<file path="config.mk">
export PLATFORM = sky130hd
export DESIGN_NAME = rgc_regulator_ctrl
export DESIGN_NICKNAME = d
export VERILOG_FILES = /design/src/design/rgc_timer.v /design/src/design/rgc_regulator_ctrl.v
export VERILOG_INCLUDE_DIRS = /design/src /design/src/design
export SDC_FILE = /design/constraint.sdc
export NUM_CORES = 1
export LEC_CHECK = 0
export ABC_AREA = 1
export ABC_CLOCK_PERIOD_IN_PS = 7100
export BUFFER_PORTS_ARGS = -buffer_cell sky130_fd_sc_hd__buf_4
export CAP_MARGIN = 30
export CORE_ASPECT_RATIO = 0.7
export CORE_MARGIN = 2
export CORE_UTILIZATION = 38
export CTS_BUF_LIST = sky130_fd_sc_hd__clkbuf_16
export CTS_CLUSTER_DIAMETER = 40
export DETAILED_ROUTE_END_ITERATION = 6
export PLACE_DENSITY = 0.55
export SETUP_SLACK_MARGIN = 0.3
export SLEW_MARGIN = 20
export SYNTH_ARGS = -nofsm -noshare
export SYNTH_HDL_FRONTEND = slang
export SYNTH_SLANG_ARGS = --single-unit
</file>
<file path="constraint.sdc">
create_clock -name core_clk -period 7.1 [get_ports core_clk]
set_clock_uncertainty 0.1 [all_clocks]
set_input_delay 0.355 -clock core_clk [delete_from_list [all_inputs] [get_ports core_clk]]
set_output_delay 0.355 -clock core_clk [all_outputs]
set_load 0.02 [all_outputs]
</file>
<file path="src/design/rgc_consts.vh">
`ifndef RGC_CONSTS_VH
`define RGC_CONSTS_VH

// ------------------------------------------------------------
// register offsets
// ------------------------------------------------------------
`define RGC_ADDR_PROT    8'h3d
`define RGC_ADDR_MODE    8'h4c
`define RGC_ADDR_ALERT   8'h4e

// ------------------------------------------------------------
// reset values and writable masks
// ------------------------------------------------------------
`define RGC_PROT_RESET   16'h0000
`define RGC_MODE_RESET   16'h0000
`define RGC_ALERT_RESET  16'h0000
`define RGC_PROT_MASK    16'hffdb
`define RGC_MODE_MASK    16'h9f6b
`define RGC_ALERT_MASK   16'h00c1

// ------------------------------------------------------------
// field positions
// ------------------------------------------------------------
`define RGC_P_OV_DIS     15
`define RGC_P_UV_DIS     14
`define RGC_P_REV_RST    13
`define RGC_P_FAST_RST   12
`define RGC_P_FWD_RST    11
`define RGC_P_DEB_HI     10
`define RGC_P_DEB_LO     9
`define RGC_P_DUR_HI     8
`define RGC_P_DUR_LO     6
`define RGC_P_REV_SWAP   4
`define RGC_P_FWD_SWAP   3
`define RGC_P_WOC_DIS    1
`define RGC_P_WOC_THR    0
`define RGC_M_NO_REREAD  15
`define RGC_M_REV_START  12
`define RGC_M_FWD_START  11
`define RGC_M_FORCE_HI   10
`define RGC_M_FORCE_LO   8
`define RGC_M_GAIN_HALF  6
`define RGC_M_ILIM_DIS   5
`define RGC_M_REF_OFF    3
`define RGC_M_DIG_RST    2
`define RGC_M_PER_DBL    1
`define RGC_M_PG_EARLY   0
`define RGC_A_REV_CUR    7
`define RGC_A_SLEEP      6
`define RGC_A_CLEAR      1
`define RGC_A_LATCH      0

// ------------------------------------------------------------
// timing, in microseconds, at the core clock rate
// ------------------------------------------------------------
`define RGC_CLK_MHZ      50
`define RGC_T_SLOW_US    1300000
`define RGC_T_MID_US     150000
`define RGC_T_200_US     200
`define RGC_T_10_US      10
`define RGC_T_DEB0_US    7
`define RGC_T_DEB1_US    100
`define RGC_T_DEB2_US    500
`define RGC_T_DEB3_US    1000
`define RGC_T_DUR0_US    10000
`define RGC_T_DUR1_US    20000
`define RGC_T_DUR2_US    15000
`define RGC_T_DUR3_US    5000
`define RGC_T_DUR4_US    1000
`define RGC_T_DUR5_US    500
`define RGC_T_DUR6_US    100
`define RGC_CYC(us)      ((us) * `RGC_CLK_MHZ)

`endif

</file>
<file path="src/design/rgc_timer.v">
`default_nettype none

module rgc_timer #(
	parameter W = 27
) (
	input  wire         clk,
	input  wire         rst,
	input  wire         start,
	input  wire [W-1:0] loadVal,
	output reg          busy,
	output reg          done
);

	reg [W-1:0] cnt_q;

	// a new start restarts the count from the fresh value
	always @(posedge clk or posedge rst) begin
		if (rst) begin
			cnt_q <= {W{1'b0}};
			busy  <= 1'b0;
			done  <= 1'b0;
		end else begin
			done <= 1'b0;
			if (start) begin
				cnt_q <= loadVal;
				busy  <= 1'b1;
			end else if (busy) begin
				if (cnt_q <= {{(W-1){1'b0}}, 1'b1}) begin
					busy <= 1'b0;
					done <= 1'b1;
				end else begin
					cnt_q <= cnt_q - {{(W-1){1'b0}}, 1'b1};
				end
			end
		end
	end

endmodule
`default_nettype wire

</file>
<file path="src/design/rgc_regulator_ctrl.v">
`include "rgc_consts.vh"
`default_nettype none

module rgc_regulator_ctrl #(
	parameter W          = 27,
	parameter SLOW_CYC   = `RGC_CYC(`RGC_T_SLOW_US),
	parameter MID_CYC    = `RGC_CYC(`RGC_T_MID_US),
	parameter T200_CYC   = `RGC_CYC(`RGC_T_200_US),
	parameter DEB1_CYC   = `RGC_CYC(`RGC_T_DEB1_US),
	parameter DEB2_CYC   = `RGC_CYC(`RGC_T_DEB2_US),
	parameter DEB3_CYC   = `RGC_CYC(`RGC_T_DEB3_US),
	parameter DUR0_CYC   = `RGC_CYC(`RGC_T_DUR0_US),
	parameter DUR1_CYC   = `RGC_CYC(`RGC_T_DUR1_US),
	parameter DUR2_CYC   = `RGC_CYC(`RGC_T_DUR2_US),
	parameter DUR3_CYC   = `RGC_CYC(`RGC_T_DUR3_US),
	parameter DUR4_CYC   = `RGC_CYC(`RGC_T_DUR4_US),
	parameter DUR5_CYC   = `RGC_CYC(`RGC_T_DUR5_US),
	parameter DUR6_CYC   = `RGC_CYC(`RGC_T_DUR6_US)
) (
	input  wire        core_clk,
	input  wire        rst,
	// register port from the serial engine
	input  wire        regWrEn,
	input  wire        regRdEn,
	input  wire [7:0]  regAddr,
	input  wire [15:0] regWrData,
	output reg  [15:0] regRdData,
	output reg         regRdValid,
	// alert sources
	input  wire        adapterSideAlert,
	input  wire        systemSideAlert,
	input  wire        reverseCurrentTrip,
	input  wire        reverseMode,
	output reg         throttleAlert_n,
	// fault restart and startup
	input  wire        faultEvent,
	input  wire        startRequest,
	input  wire        switchingActive,
	input  wire        rampAtTarget,
	input  wire        reverseSensePin,
	input  wire        forceReverseOverride,
	output reg         revRestartReady,
	output reg         fwdRestartReady,
	output reg         switchingStart,
	output reg         configReadReq,
	output reg         digitalRestart,
	// analog control levels
	output reg         ovProtEnable,
	output reg         uvProtEnable,
	output reg         overcurrentEnable,
	output reg         overcurrentThrHigh,
	output reg         revFastSwapEnable,
	output reg         fwdFastSwapEnable,
	output reg         forceBuck,
	output reg         forceBoost,
	output reg         forceBuckBoost,
	output reg         forceNoSwitch,
	output reg         loopGainHalf,
	output reg         inputLimitLoopEnable,
	output reg         setpointBufferOn,
	output reg         periodDouble,
	output reg         outputValidFlag,
	output reg         forwardSleep
);

	// ------------------------------------------------------------
	// timing counts
	// ------------------------------------------------------------
	// counts are cut to the timer width on purpose; the slow 1.3s default still fits 27 bits
	localparam integer T10_CYC  = `RGC_CYC(`RGC_T_10_US);
	localparam integer DEB0_CYC = `RGC_CYC(`RGC_T_DEB0_US);
	localparam [W-1:0] C_SLOW   = SLOW_CYC[W-1:0];
	localparam [W-1:0] C_MID    = MID_CYC[W-1:0];
	localparam [W-1:0] C_200    = T200_CYC[W-1:0];
	localparam [W-1:0] C_10     = T10_CYC[W-1:0];
	localparam [W-1:0] C_DEB0   = DEB0_CYC[W-1:0];

	// ------------------------------------------------------------
	// registers and register port
	// ------------------------------------------------------------
	reg [15:0] protCtl_q;
	reg [15:0] modeCtl_q;
	reg [15:0] alertCtl_q;
	reg        latchHeld_q;

	wire wrProt  = regWrEn && (regAddr == `RGC_ADDR_PROT);
	wire wrMode  = regWrEn && (regAddr == `RGC_ADDR_MODE);
	wire wrAlert = regWrEn && (regAddr == `RGC_ADDR_ALERT);
	wire digRst  = wrMode && regWrData[`RGC_M_DIG_RST];
	wire alertClr = wrAlert && regWrData[`RGC_A_CLEAR];

	// the self-acting bits are never stored, so they always read zero
	always @(posedge core_clk or posedge rst) begin
		if (rst) begin
			protCtl_q  <= `RGC_PROT_RESET;
			modeCtl_q  <= `RGC_MODE_RESET;
			alertCtl_q <= `RGC_ALERT_RESET;
		end else if (digRst) begin
			protCtl_q  <= `RGC_PROT_RESET;
			modeCtl_q  <= `RGC_MODE_RESET;
			alertCtl_q <= `RGC_ALERT_RESET;
		end else begin
			if (wrProt)
				protCtl_q <= regWrData & `RGC_PROT_MASK;
			if (wrMode)
				modeCtl_q <= regWrData & `RGC_MODE_MASK;
			if (wrAlert)
				alertCtl_q <= regWrData & `RGC_ALERT_MASK;
		end
	end

	always @(posedge core_clk or posedge rst) begin
		if (rst) begin
			regRdData  <= 16'h0000;
			regRdValid <= 1'b0;
		end else begin
			regRdValid <= regRdEn;
			if (regRdEn) begin
				case (regAddr)
					`RGC_ADDR_PROT:  regRdData <= protCtl_q;
					`RGC_ADDR_MODE:  regRdData <= modeCtl_q;
					`RGC_ADDR_ALERT: regRdData <= alertCtl_q;
					default:         regRdData <= 16'h0000;
				endcase
			end
		end
	end

	// ------------------------------------------------------------
	// static control outputs
	// ------------------------------------------------------------
	wire [2:0] forceCode = modeCtl_q[`RGC_M_FORCE_HI:`RGC_M_FORCE_LO];

	always @(posedge core_clk or posedge rst) begin
		if (rst) begin
			ovProtEnable         <= 1'b0;
			uvProtEnable         <= 1'b0;
			overcurrentEnable    <= 1'b0;
			overcurrentThrHigh   <= 1'b0;
			revFastSwapEnable    <= 1'b0;
			fwdFastSwapEnable    <= 1'b0;
			forceBuck            <= 1'b0;
			forceBoost           <= 1'b0;
			forceBuckBoost       <= 1'b0;
			forceNoSwitch        <= 1'b0;
			loopGainHalf         <= 1'b0;
			inputLimitLoopEnable <= 1'b0;
			setpointBufferOn     <= 1'b0;
			periodDouble         <= 1'b0;
			outputValidFlag      <= 1'b0;
			forwardSleep         <= 1'b0;
		end else begin
			ovProtEnable         <= ~protCtl_q[`RGC_P_OV_DIS];
			uvProtEnable         <= ~protCtl_q[`RGC_P_UV_DIS];
			overcurrentEnable    <= ~protCtl_q[`RGC_P_WOC_DIS];
			overcurrentThrHigh   <= protCtl_q[`RGC_P_WOC_THR];
			revFastSwapEnable    <= protCtl_q[`RGC_P_REV_SWAP];
			fwdFastSwapEnable    <= protCtl_q[`RGC_P_FWD_SWAP];
			forceNoSwitch        <= (forceCode == 3'h4);
			forceBuck            <= (forceCode == 3'h5);
			forceBoost           <= (forceCode == 3'h6);
			forceBuckBoost       <= (forceCode == 3'h7);
			loopGainHalf         <= modeCtl_q[`RGC_M_GAIN_HALF];
			inputLimitLoopEnable <= ~modeCtl_q[`RGC_M_ILIM_DIS];
			setpointBufferOn     <= ~modeCtl_q[`RGC_M_REF_OFF];
			// doubling only matters while the stage runs buck-boost
			periodDouble         <= modeCtl_q[`RGC_M_PER_DBL];
			outputValidFlag      <= switchingActive &&
			                        (modeCtl_q[`RGC_M_PG_EARLY] || rampAtTarget);
			forwardSleep         <= alertCtl_q[`RGC_A_SLEEP] && !reverseSensePin &&
			                        !forceReverseOverride;
		end
	end

	// ------------------------------------------------------------
	// fault restart and startup debounce
	// ------------------------------------------------------------
	wire [W-1:0] fastRst = protCtl_q[`RGC_P_REV_RST] ? C_10 : C_200;
	wire [W-1:0] revRstVal = protCtl_q[`RGC_P_FAST_RST] ? fastRst :
	                         (protCtl_q[`RGC_P_REV_RST] ? C_MID : C_SLOW);
	wire [W-1:0] fwdRstVal = protCtl_q[`RGC_P_FAST_RST] ? fastRst :
	                         (protCtl_q[`RGC_P_FWD_RST] ? C_MID : C_SLOW);
	wire         startFast = reverseMode ? modeCtl_q[`RGC_M_REV_START] : modeCtl_q[`RGC_M_FWD_START];
	// a digital reset clears the start bits, so its restart uses the default debounce
	wire [W-1:0] startVal  = (startFast && !digRst) ? C_10 : C_200;
	wire         revDone;
	wire         fwdDone;
	wire         startDone;

	rgc_timer #(.W(W)) uRevRestart (
		.clk     (core_clk),
		.rst     (rst),
		.start   (faultEvent),
		.loadVal (revRstVal),
		.busy    (),
		.done    (revDone)
	);

	rgc_timer #(.W(W)) uFwdRestart (
		.clk     (core_clk),
		.rst     (rst),
		.start   (faultEvent),
		.loadVal (fwdRstVal),
		.busy    (),
		.done    (fwdDone)
	);

	// a digital reset restarts switching through the same debounce
	rgc_timer #(.W(W)) uStartup (
		.clk     (core_clk),
		.rst     (rst),
		.start   (startRequest || digRst),
		.loadVal (startVal),
		.busy    (),
		.done    (startDone)
	);

	always @(posedge core_clk or posedge rst) begin
		if (rst) begin
			revRestartReady <= 1'b0;
			fwdRestartReady <= 1'b0;
			switchingStart  <= 1'b0;
			configReadReq   <= 1'b0;
			digitalRestart  <= 1'b0;
		end else begin
			revRestartReady <= revDone;
			fwdRestartReady <= fwdDone;
			switchingStart  <= startDone;
			configReadReq   <= startDone && !modeCtl_q[`RGC_M_NO_REREAD];
			digitalRestart  <= digRst;
		end
	end

	// ------------------------------------------------------------
	// throttle alert
	// ------------------------------------------------------------
	reg  [W-1:0] debCnt_q;
	reg  [W-1:0] durCnt_q;
	reg          alertOn_q;
	reg  [W-1:0] debVal;
	reg  [W-1:0] durVal;

	wire alertCond = adapterSideAlert || systemSideAlert ||
	                 (reverseMode && reverseCurrentTrip && !alertCtl_q[`RGC_A_REV_CUR]);

	always @* begin
		case (protCtl_q[`RGC_P_DEB_HI:`RGC_P_DEB_LO])
			2'h0:    debVal = C_DEB0;
			2'h1:    debVal = DEB1_CYC[W-1:0];
			2'h2:    debVal = DEB2_CYC[W-1:0];
			default: debVal = DEB3_CYC[W-1:0];
		endcase
		case (protCtl_q[`RGC_P_DUR_HI:`RGC_P_DUR_LO])
			3'h0:    durVal = DUR0_CYC[W-1:0];
			3'h1:    durVal = DUR1_CYC[W-1:0];
			3'h2:    durVal = DUR2_CYC[W-1:0];
			3'h3:    durVal = DUR3_CYC[W-1:0];
			3'h4:    durVal = DUR4_CYC[W-1:0];
			3'h5:    durVal = DUR5_CYC[W-1:0];
			3'h6:    durVal = DUR6_CYC[W-1:0];
			default: durVal = {W{1'b0}};
		endcase
	end

	wire debMet  = alertCond && (debCnt_q + {{(W-1){1'b0}}, 1'b1} >= debVal);
	wire durOver = (durCnt_q == {W{1'b0}});

	always @(posedge core_clk or posedge rst) begin
		if (rst) begin
			debCnt_q        <= {W{1'b0}};
			durCnt_q        <= {W{1'b0}};
			alertOn_q       <= 1'b0;
			latchHeld_q     <= 1'b0;
			throttleAlert_n <= 1'b1;
		end else begin
			// any gap in the condition restarts the debounce
			if (!alertCond || alertOn_q)
				debCnt_q <= {W{1'b0}};
			else if (!debMet)
				debCnt_q <= debCnt_q + {{(W-1){1'b0}}, 1'b1};
			if (!alertOn_q && debMet) begin
				alertOn_q <= 1'b1;
				durCnt_q  <= durVal;
			end else if (alertOn_q) begin
				if (!durOver)
					durCnt_q <= durCnt_q - {{(W-1){1'b0}}, 1'b1};
				else if (!alertCond && !latchHeld_q)
					alertOn_q <= 1'b0;
			end
			// a trip in the clearing cycle keeps the latch set
			if (!alertOn_q && debMet && alertCtl_q[`RGC_A_LATCH])
				latchHeld_q <= 1'b1;
			else if (alertClr || digRst || !alertCtl_q[`RGC_A_LATCH])
				latchHeld_q <= 1'b0;
			throttleAlert_n <= ~alertOn_q;
		end
	end

endmodule
`default_nettype wire

</file>
# Word level (Yosys, flattened, before mapping)
# Index checks and enable logic that the tools add are counted.
classes:
  n_addsub: 5
  multipliers: 0
  n_div: 0
  magnitude_cmp: 4
  n_eq_ne: 20
  shifts: 0
  muxes: 54
  bitwise: 6
  n_reduce_logical: 47
op_table:
  columns: ["cell", "count"]
  rows:
  - ["$mux W27", 14]
  - ["$pmux W20 S7", 1]
  - ["$sub A27 B1 Y27 const B", 4]
  - ["$mux W26", 4]
  - ["$mux W16", 6]
  - ["$pmux W16 S3", 2]
  - ["$le A27 B1 Y1 const B", 3]
  - ["$mux W14", 2]
  - ["$add A27 B1 Y27 const B", 1]
  - ["$ge A27 B27 Y1", 1]
  - ["$logic_not A27 Y1", 1]
  - ["$mux W1", 25]
  - ["$eq A3 B3 Y1 const B", 7]
  - ["$eq A8 B7 Y1 const B", 2]
  - ["$logic_and A1 B1 Y1", 16]
  - ["$reduce_bool A2 Y1", 8]
  - ["$logic_not A1 Y1", 9]
  - ["$eq A8 B6 Y1 const B", 1]
  - ["$reduce_and A2 Y1", 4]
  - ["$logic_or A1 B1 Y1", 7]
  - ["$eq A3 B2 Y1 const B", 2]
  - ["$ne A2 B1 Y1 const B", 3]
  - ["$not A1 Y1", 6]
  - ["$ne A2 B2 Y1 const B", 2]
  - ["other kinds (5)", 5]
word_totals:
  regBits: 230
  latchBits: 0
  ramBits: 0
  mem_bits_ro: 0
  input_bits: 38
  out_inout_bits: 39
  word_cells: 176
  n_memories: 0

# Depth between registers and ports, before layout
depth:
  depth_word: 9
  depth_mapped: 24
  mapped_depth_nobuf: 24

# Hierarchy
# From an unflattened synthesis, not the netlist that was laid out.
hier_totals:
  cells_unflattened: 1947
  area_unflattened_um2: 13337.8
by_module_without_submodules:
  columns: ["mod", "instances", "cells_per_inst", "area_each_um2", "seq_area_each_um2"]
  rows:
  - ["rgc_regulator_ctrl", 1, 875, 6705.2, 3054.2]
  - ["rgc_timer (uFwdRestart ...)", 2, 357, 2210.9, 725.7]
  - ["rgc_timer (uStartup)", 1, 358, 2210.9, 725.7]

# Least setup slack after synthesis
# OpenSTA, ideal clock, no wires.
synth_path:
  path_kind: "flip-flop to flip-flop"
  from: "register debCnt_q[0]"
  to: "register durCnt_q[16]"
  setup_time_ns: 0.125
  arrival_ns: 2.678
  required_time_ns: 6.875
  setup_slack_ns: 4.197
  stages_incl_launch_ff: 23
  path_buffers: 1
  synth_period_minus_slack_ns: 2.903
  path_cell_list: "dfrtp_1 -> ha_1 -> nand2_2 -> nor2_4 -> nand3_1 -> xor2_1 -> inv_1 -> ha_1 -> nand2_1 -> inv_1 -> a21oi_1 -> nand2_1 -> nand2_1 -> nand2_1 -> nand2_1 -> nand3_1 -> nand2_1 -> nand2_1 -> nor2_4 -> nor2_2 -> buf_2 -> nand2_1 -> nand3_1"
synth_between:
  elab_chain_len: 6
  word_cells_on_any_way: 8
  classes_between: "1 x add/sub; 1 x order compare; 1 x eq/ne; 1 x mux; 4 x reduce/logical"
synth_lines:
  columns: ["element", "line", "text"]
  rows:
  - ["from (decl)", "rgc_regulator_ctrl.v:237", "reg [W-1:0] debCnt_q;"]
  - ["from (signal assigned)", "rgc_regulator_ctrl.v:270", "debCnt_q <= {W{1'b0}};"]
  - ["from (signal assigned)", "rgc_regulator_ctrl.v:278", "debCnt_q <= {W{1'b0}};"]
  - ["from (signal assigned)", "rgc_regulator_ctrl.v:280", "debCnt_q <= debCnt_q + {{(W-1){1'b0}}, 1'b1};"]
  - ["$add A27 B1 Y27 *", "rgc_regulator_ctrl.v:265", "wire debMet = alertCond && (debCnt_q + {{(W-1){1'b0}}, 1'b1} >= debVal);"]
  - ["$ge A27 B27 Y1 *", "rgc_regulator_ctrl.v:265", null]
  - ["$logic_and A1 B1 Y1 *", "rgc_regulator_ctrl.v:265", null]
  - ["$logic_and A1 B1 Y1 *", "rgc_regulator_ctrl.v:281", "if (!alertOn_q && debMet) begin"]
  - ["$ne A2 B1 Y1 (no source line) / $reduce_bool A2 Y1 (equally long branches)", null, null]
  - ["$reduce_and A2 Y1 (no source line)", null, null]
  - ["to (signal assigned)", "rgc_regulator_ctrl.v:271", "durCnt_q <= {W{1'b0}};"]
  - ["to (signal assigned)", "rgc_regulator_ctrl.v:283", "durCnt_q <= durVal;"]
  - ["to (signal assigned)", "rgc_regulator_ctrl.v:286", "durCnt_q <= durCnt_q - {{(W-1){1'b0}}, 1'b1};"]
  - ["to (decl)", "rgc_regulator_ctrl.v:238", "reg [W-1:0] durCnt_q;"]
# Every way passes the cells marked *; elsewhere a longest branch is shown, timed or not.
# A chain may end at the register's enable or synchronous reset.

# Worst setup path in the final report
layout_path:
  from: "register debCnt_q[0]"
  to: "register durCnt_q[18]"
# The elaborated chain is that of the path after synthesis.

==> results.yml <==
logic_synthesis:
  synthMuxAreaShare_pct: 0.0959
  synth_area_mm2: 0.0117
  synth_top_family_by_area: "simple AND/OR/NAND/NOR gates"
  yosysUniqueCellTypes: 47
  yosys_warnings: 0
  netlist_top_cells_area: "dfrtp_1, nand2_1, nor2_1"
  synth_fa_ha_area_share_pct: 3.09
  synth_compound_area_share_pct: 12.3
  syn_area_per_cell_um2: 7.39
  synth.top_cell.area_share_pct: 44.3
  yosys-top-cells-count: "nand2_1, nor2_1, dfrtp_1"
  synth_edf_count: 0
  ys_seq_elements: 209
  synth.most_common_cell: "nand2_1"
  yosys.area_share.simple_pct: 28.3
  synth_ff_type: "dfrtp_1"
  synth-async-reset-ratio_pct: 100
  synth_fp_nets: 1656
  yosysSeqAreaShare_pct: 44.6
  synth_cells: 1589
  yosysTopAreaCell: "dfrtp_1"
  synth_xor_area_share_pct: 3.21
sta:
  rsz0062_at_grt: "false"
  fmax_mhz: 253
  hold_violations: 0
  finalCritPeriodShare_pct: 55.7
  final.setup.tns_ps: 0
  holdWs_ps: 17.7
  setup_viol: 0
  slew_violations: 0
  max-slew-margin-rel_pct: 50.4
  min_period_ps: 3960
  worst_pin_slew_ps: 741
route:
  ant_nets: 0
  drc: 0
  num_vias: 10500
  routed_wirelength_um: 32200
  top_layer: "met4"
  wire_per_inst_um: 15.2
  drtPass1Iterations: 5
  via_per_inst: 4.95
  dr_wl_met3_um: 1710
  met1Wirelength_um: 17400
  drt-initial-drc-count: 815
  wl_met2_um: 12500
die:
  core_mm2: 0.0302
  die_w_um: 214
  num_rows: 53
  ios: 77
  dieArea_mm2: 0.0323
  initial_core_util_pct: 38.9
  die_y_um: 151
grt:
  grt_antenna_before_repair: 0
  grt_max_degree: 75
  grt.overflow.total: 0
  first_global_vias: 9552
  grt_pass1_wl_um: 52100
  grt.total_usage_pct: 20.0
placement:
  place_area_mm2: 0.0128
  port_buffers: 75
  routabilityCongestion: 0.867
  dp_hpwl_um: 23400
critical_path:
  crit_path_end_kind: "flop"
  arrival_ps: 4350
  crit_chain: "ha_1 > nand2_2 > nor2_4 > inv_2 > nor3_1 > xor2_1 > ha_1 > a21oi_1 > nand2_1 > a21oi_1 > a21oi_1 > nand2_1 > nand2_1 > o21bai_4 > buf_4 > nand2_2 > inv_2 > nand2_1 > nand2_1"
  critPathMaxFanout: 34
  critPathMaxStageDelay_ps: 430
  slowest_stage: "dfrtp_1"
  critPathLaunchType: "flop"
  path_common_cell: "nand2_1"
  criticalPathCategory: "reg2reg"
  crit_required_ps: 7490
layout:
  diodes: 0
  regArea_mm2: 0.00523
  areaGrowthSynthToFinish_pct: 19.7
  finalNetCount: 1753
  fin_area_mm2: 0.0140
  nFillCells: 2993
  drive_above_1_share_pct: 9.94
  multiInputGateArea_mm2: 0.00554
outcome:
  run_status: "completed"
power:
  pwr_density_cell_mw_per_mm2: 235
  internal_power_mw: 2.37
  p_seq_share_pct: 40.7
  swShare_pct: 28.3
  p_leak_nw: 6.90
  share_comb_of_total_power_pct: 11.5
  power_switching_mw: 0.934
  max-vdd-ir-drop_mv: 0.150
  clockPowerShare_pct: 47.8
clock_tree:
  clock_latency_ps: 580
  cts_setup_buffers: 0
  clk_pin_slew_ps: 60
  cts-buffers-inserted: 31
  cts_hold_buffers: 20
  cts_buffer_depth: 3
  cts_resized: 0
  clk_root_buffer_cell: "clkbuf_16"
  cts.sinks: 209
  cts_max_level: 1
  cts_tree: "yes"
job:
  drv_cap: 0
min_path:
  min_path_type: "in2reg"
## state kept, by name, indices dropped and copies added, names as in the netlist, 3 cells and up
signal and count:
alertCtl_q 3, debCnt_q 27, durCnt_q 27, modeCtl_q 11, protCtl_q 14, regRdData 15, uFwdRestart.cnt_q 27, uRevRestart.cnt_q 27
uStartup.cnt_q 27
## critical path: cells and delay by family, from the launching register on
kind / cells / cell delay [ps]
simple gates: 9 / 1170
compound gates: 4 / 700
buf+inv: 3 / 650
fa+ha+maj: 2 / 550
flops: 1 / 430
xor+xnor: 1 / 250
## power by group through the flow
stage                     logic [mW]  clock network, mW  registers (mW)
final                          0.379               1.58            1.34
after global routing           0.439               1.66            1.35
after CTS                      0.382               1.61            1.34
after detailed placement       0.372                  0            1.36
after global placement         0.362                  0            1.36
after floorplan                0.268                  0            1.35
## through the flow
stage                     total power [mW]  cells  utilization, %  setup slack (ps)
after global placement                1.72   2041            42.1              3330
after detailed placement              1.73   2043            42.3              3200
after floorplan                       1.61   1589               -               937
after CTS                             3.33   2120            46.5              3130
final                                 3.30   2122            46.6              3140
after global routing                  3.46   2122            46.6              2830
## final cells by class
class	count	share of cell area [%]
multi-input cells	1125	39.4
flip-flops and latches	209	37.2
repair buffers	108	6.44
inverters	211	5.69
clock buffers	31	5.52
well taps	412	3.67
clock inverters	26	2.01
## per-layer routing
| layer | up-vias | GRT usage, % |
|---|---|---|
| met4 | 0 | 3.96 |
| met3 | 44 | 3.33 |
| met2 | 259 | 27.7 |
| met5 | - | 0 |
| li1 | 5357 | - |
| met1 | 4853 | 32.3 |
## placed cells by master, fill, tap and decap left out, types with 3 or more instances in the layout
cell / synthesis / final
o31ai_1: 8 / 8
clkinvlp_4: 0 / 6
nor3b_1: 3 / 3
xnor2_1: 5 / 5
nor2_2: 7 / 7
nand4_1: 22 / 22
dfrtp_1: 208 / 208
o211ai_1: 4 / 4
inv_8: 0 / 3
clkinv_1: 3 / 7
nand2_1: 371 / 371
nor4_1: 6 / 6
o21ai_1: 12 / 12
a21oi_1: 56 / 55
inv_6: 0 / 6
dlygate4sd3_1: 0 / 20
nor2_1: 231 / 231
or2_2: 3 / 3
a22oi_1: 7 / 7
o21a_1: 3 / 3
nand2_2: 3 / 3
nand3b_1: 4 / 4
o21ai_0: 115 / 114
nand3_1: 88 / 88
o22ai_1: 13 / 13
bufinv_16: 0 / 4
inv_1: 204 / 203
nor3_1: 48 / 48
inv_2: 4 / 4
buf_4: 2 / 85
a31oi_1: 26 / 26
clkbuf_16: 0 / 31
ha_1: 29 / 29
xor2_1: 38 / 38
## path summary, 6_finish.rpt
| path | slack, ps | to | startpoint | cells past startpoint |
|---|---|---|---|---|
| max in group asynchronous | 5150 | throttleAlert_n | rst | 6 |
| worst max-delay path | 3140 | durCnt_q[18] | debCnt_q[0] | 19 |
| min in group asynchronous | 270 | uStartup.cnt_q[26] | rst | 3 |
| worst min-delay path | 20 | modeCtl_q[0] | regWrData[0] | 3 |
| worst min register to register | 250 | revRestartReady | uRevRestart.done | 0 |
| worst max register to register | 3140 | durCnt_q[18] | debCnt_q[0] | 19 |
## cell families after synthesis
logic type                 Yosys count
AOI/OAI and AO/OA                  257
xor gates and xnor gates            43
adders and majority gates           29
buffers and inverters              255
DFF                                209
muxes                                1
other                                1
and+or+nand+nor                    794
No activity file was read; power rests on OpenSTA's default activity.
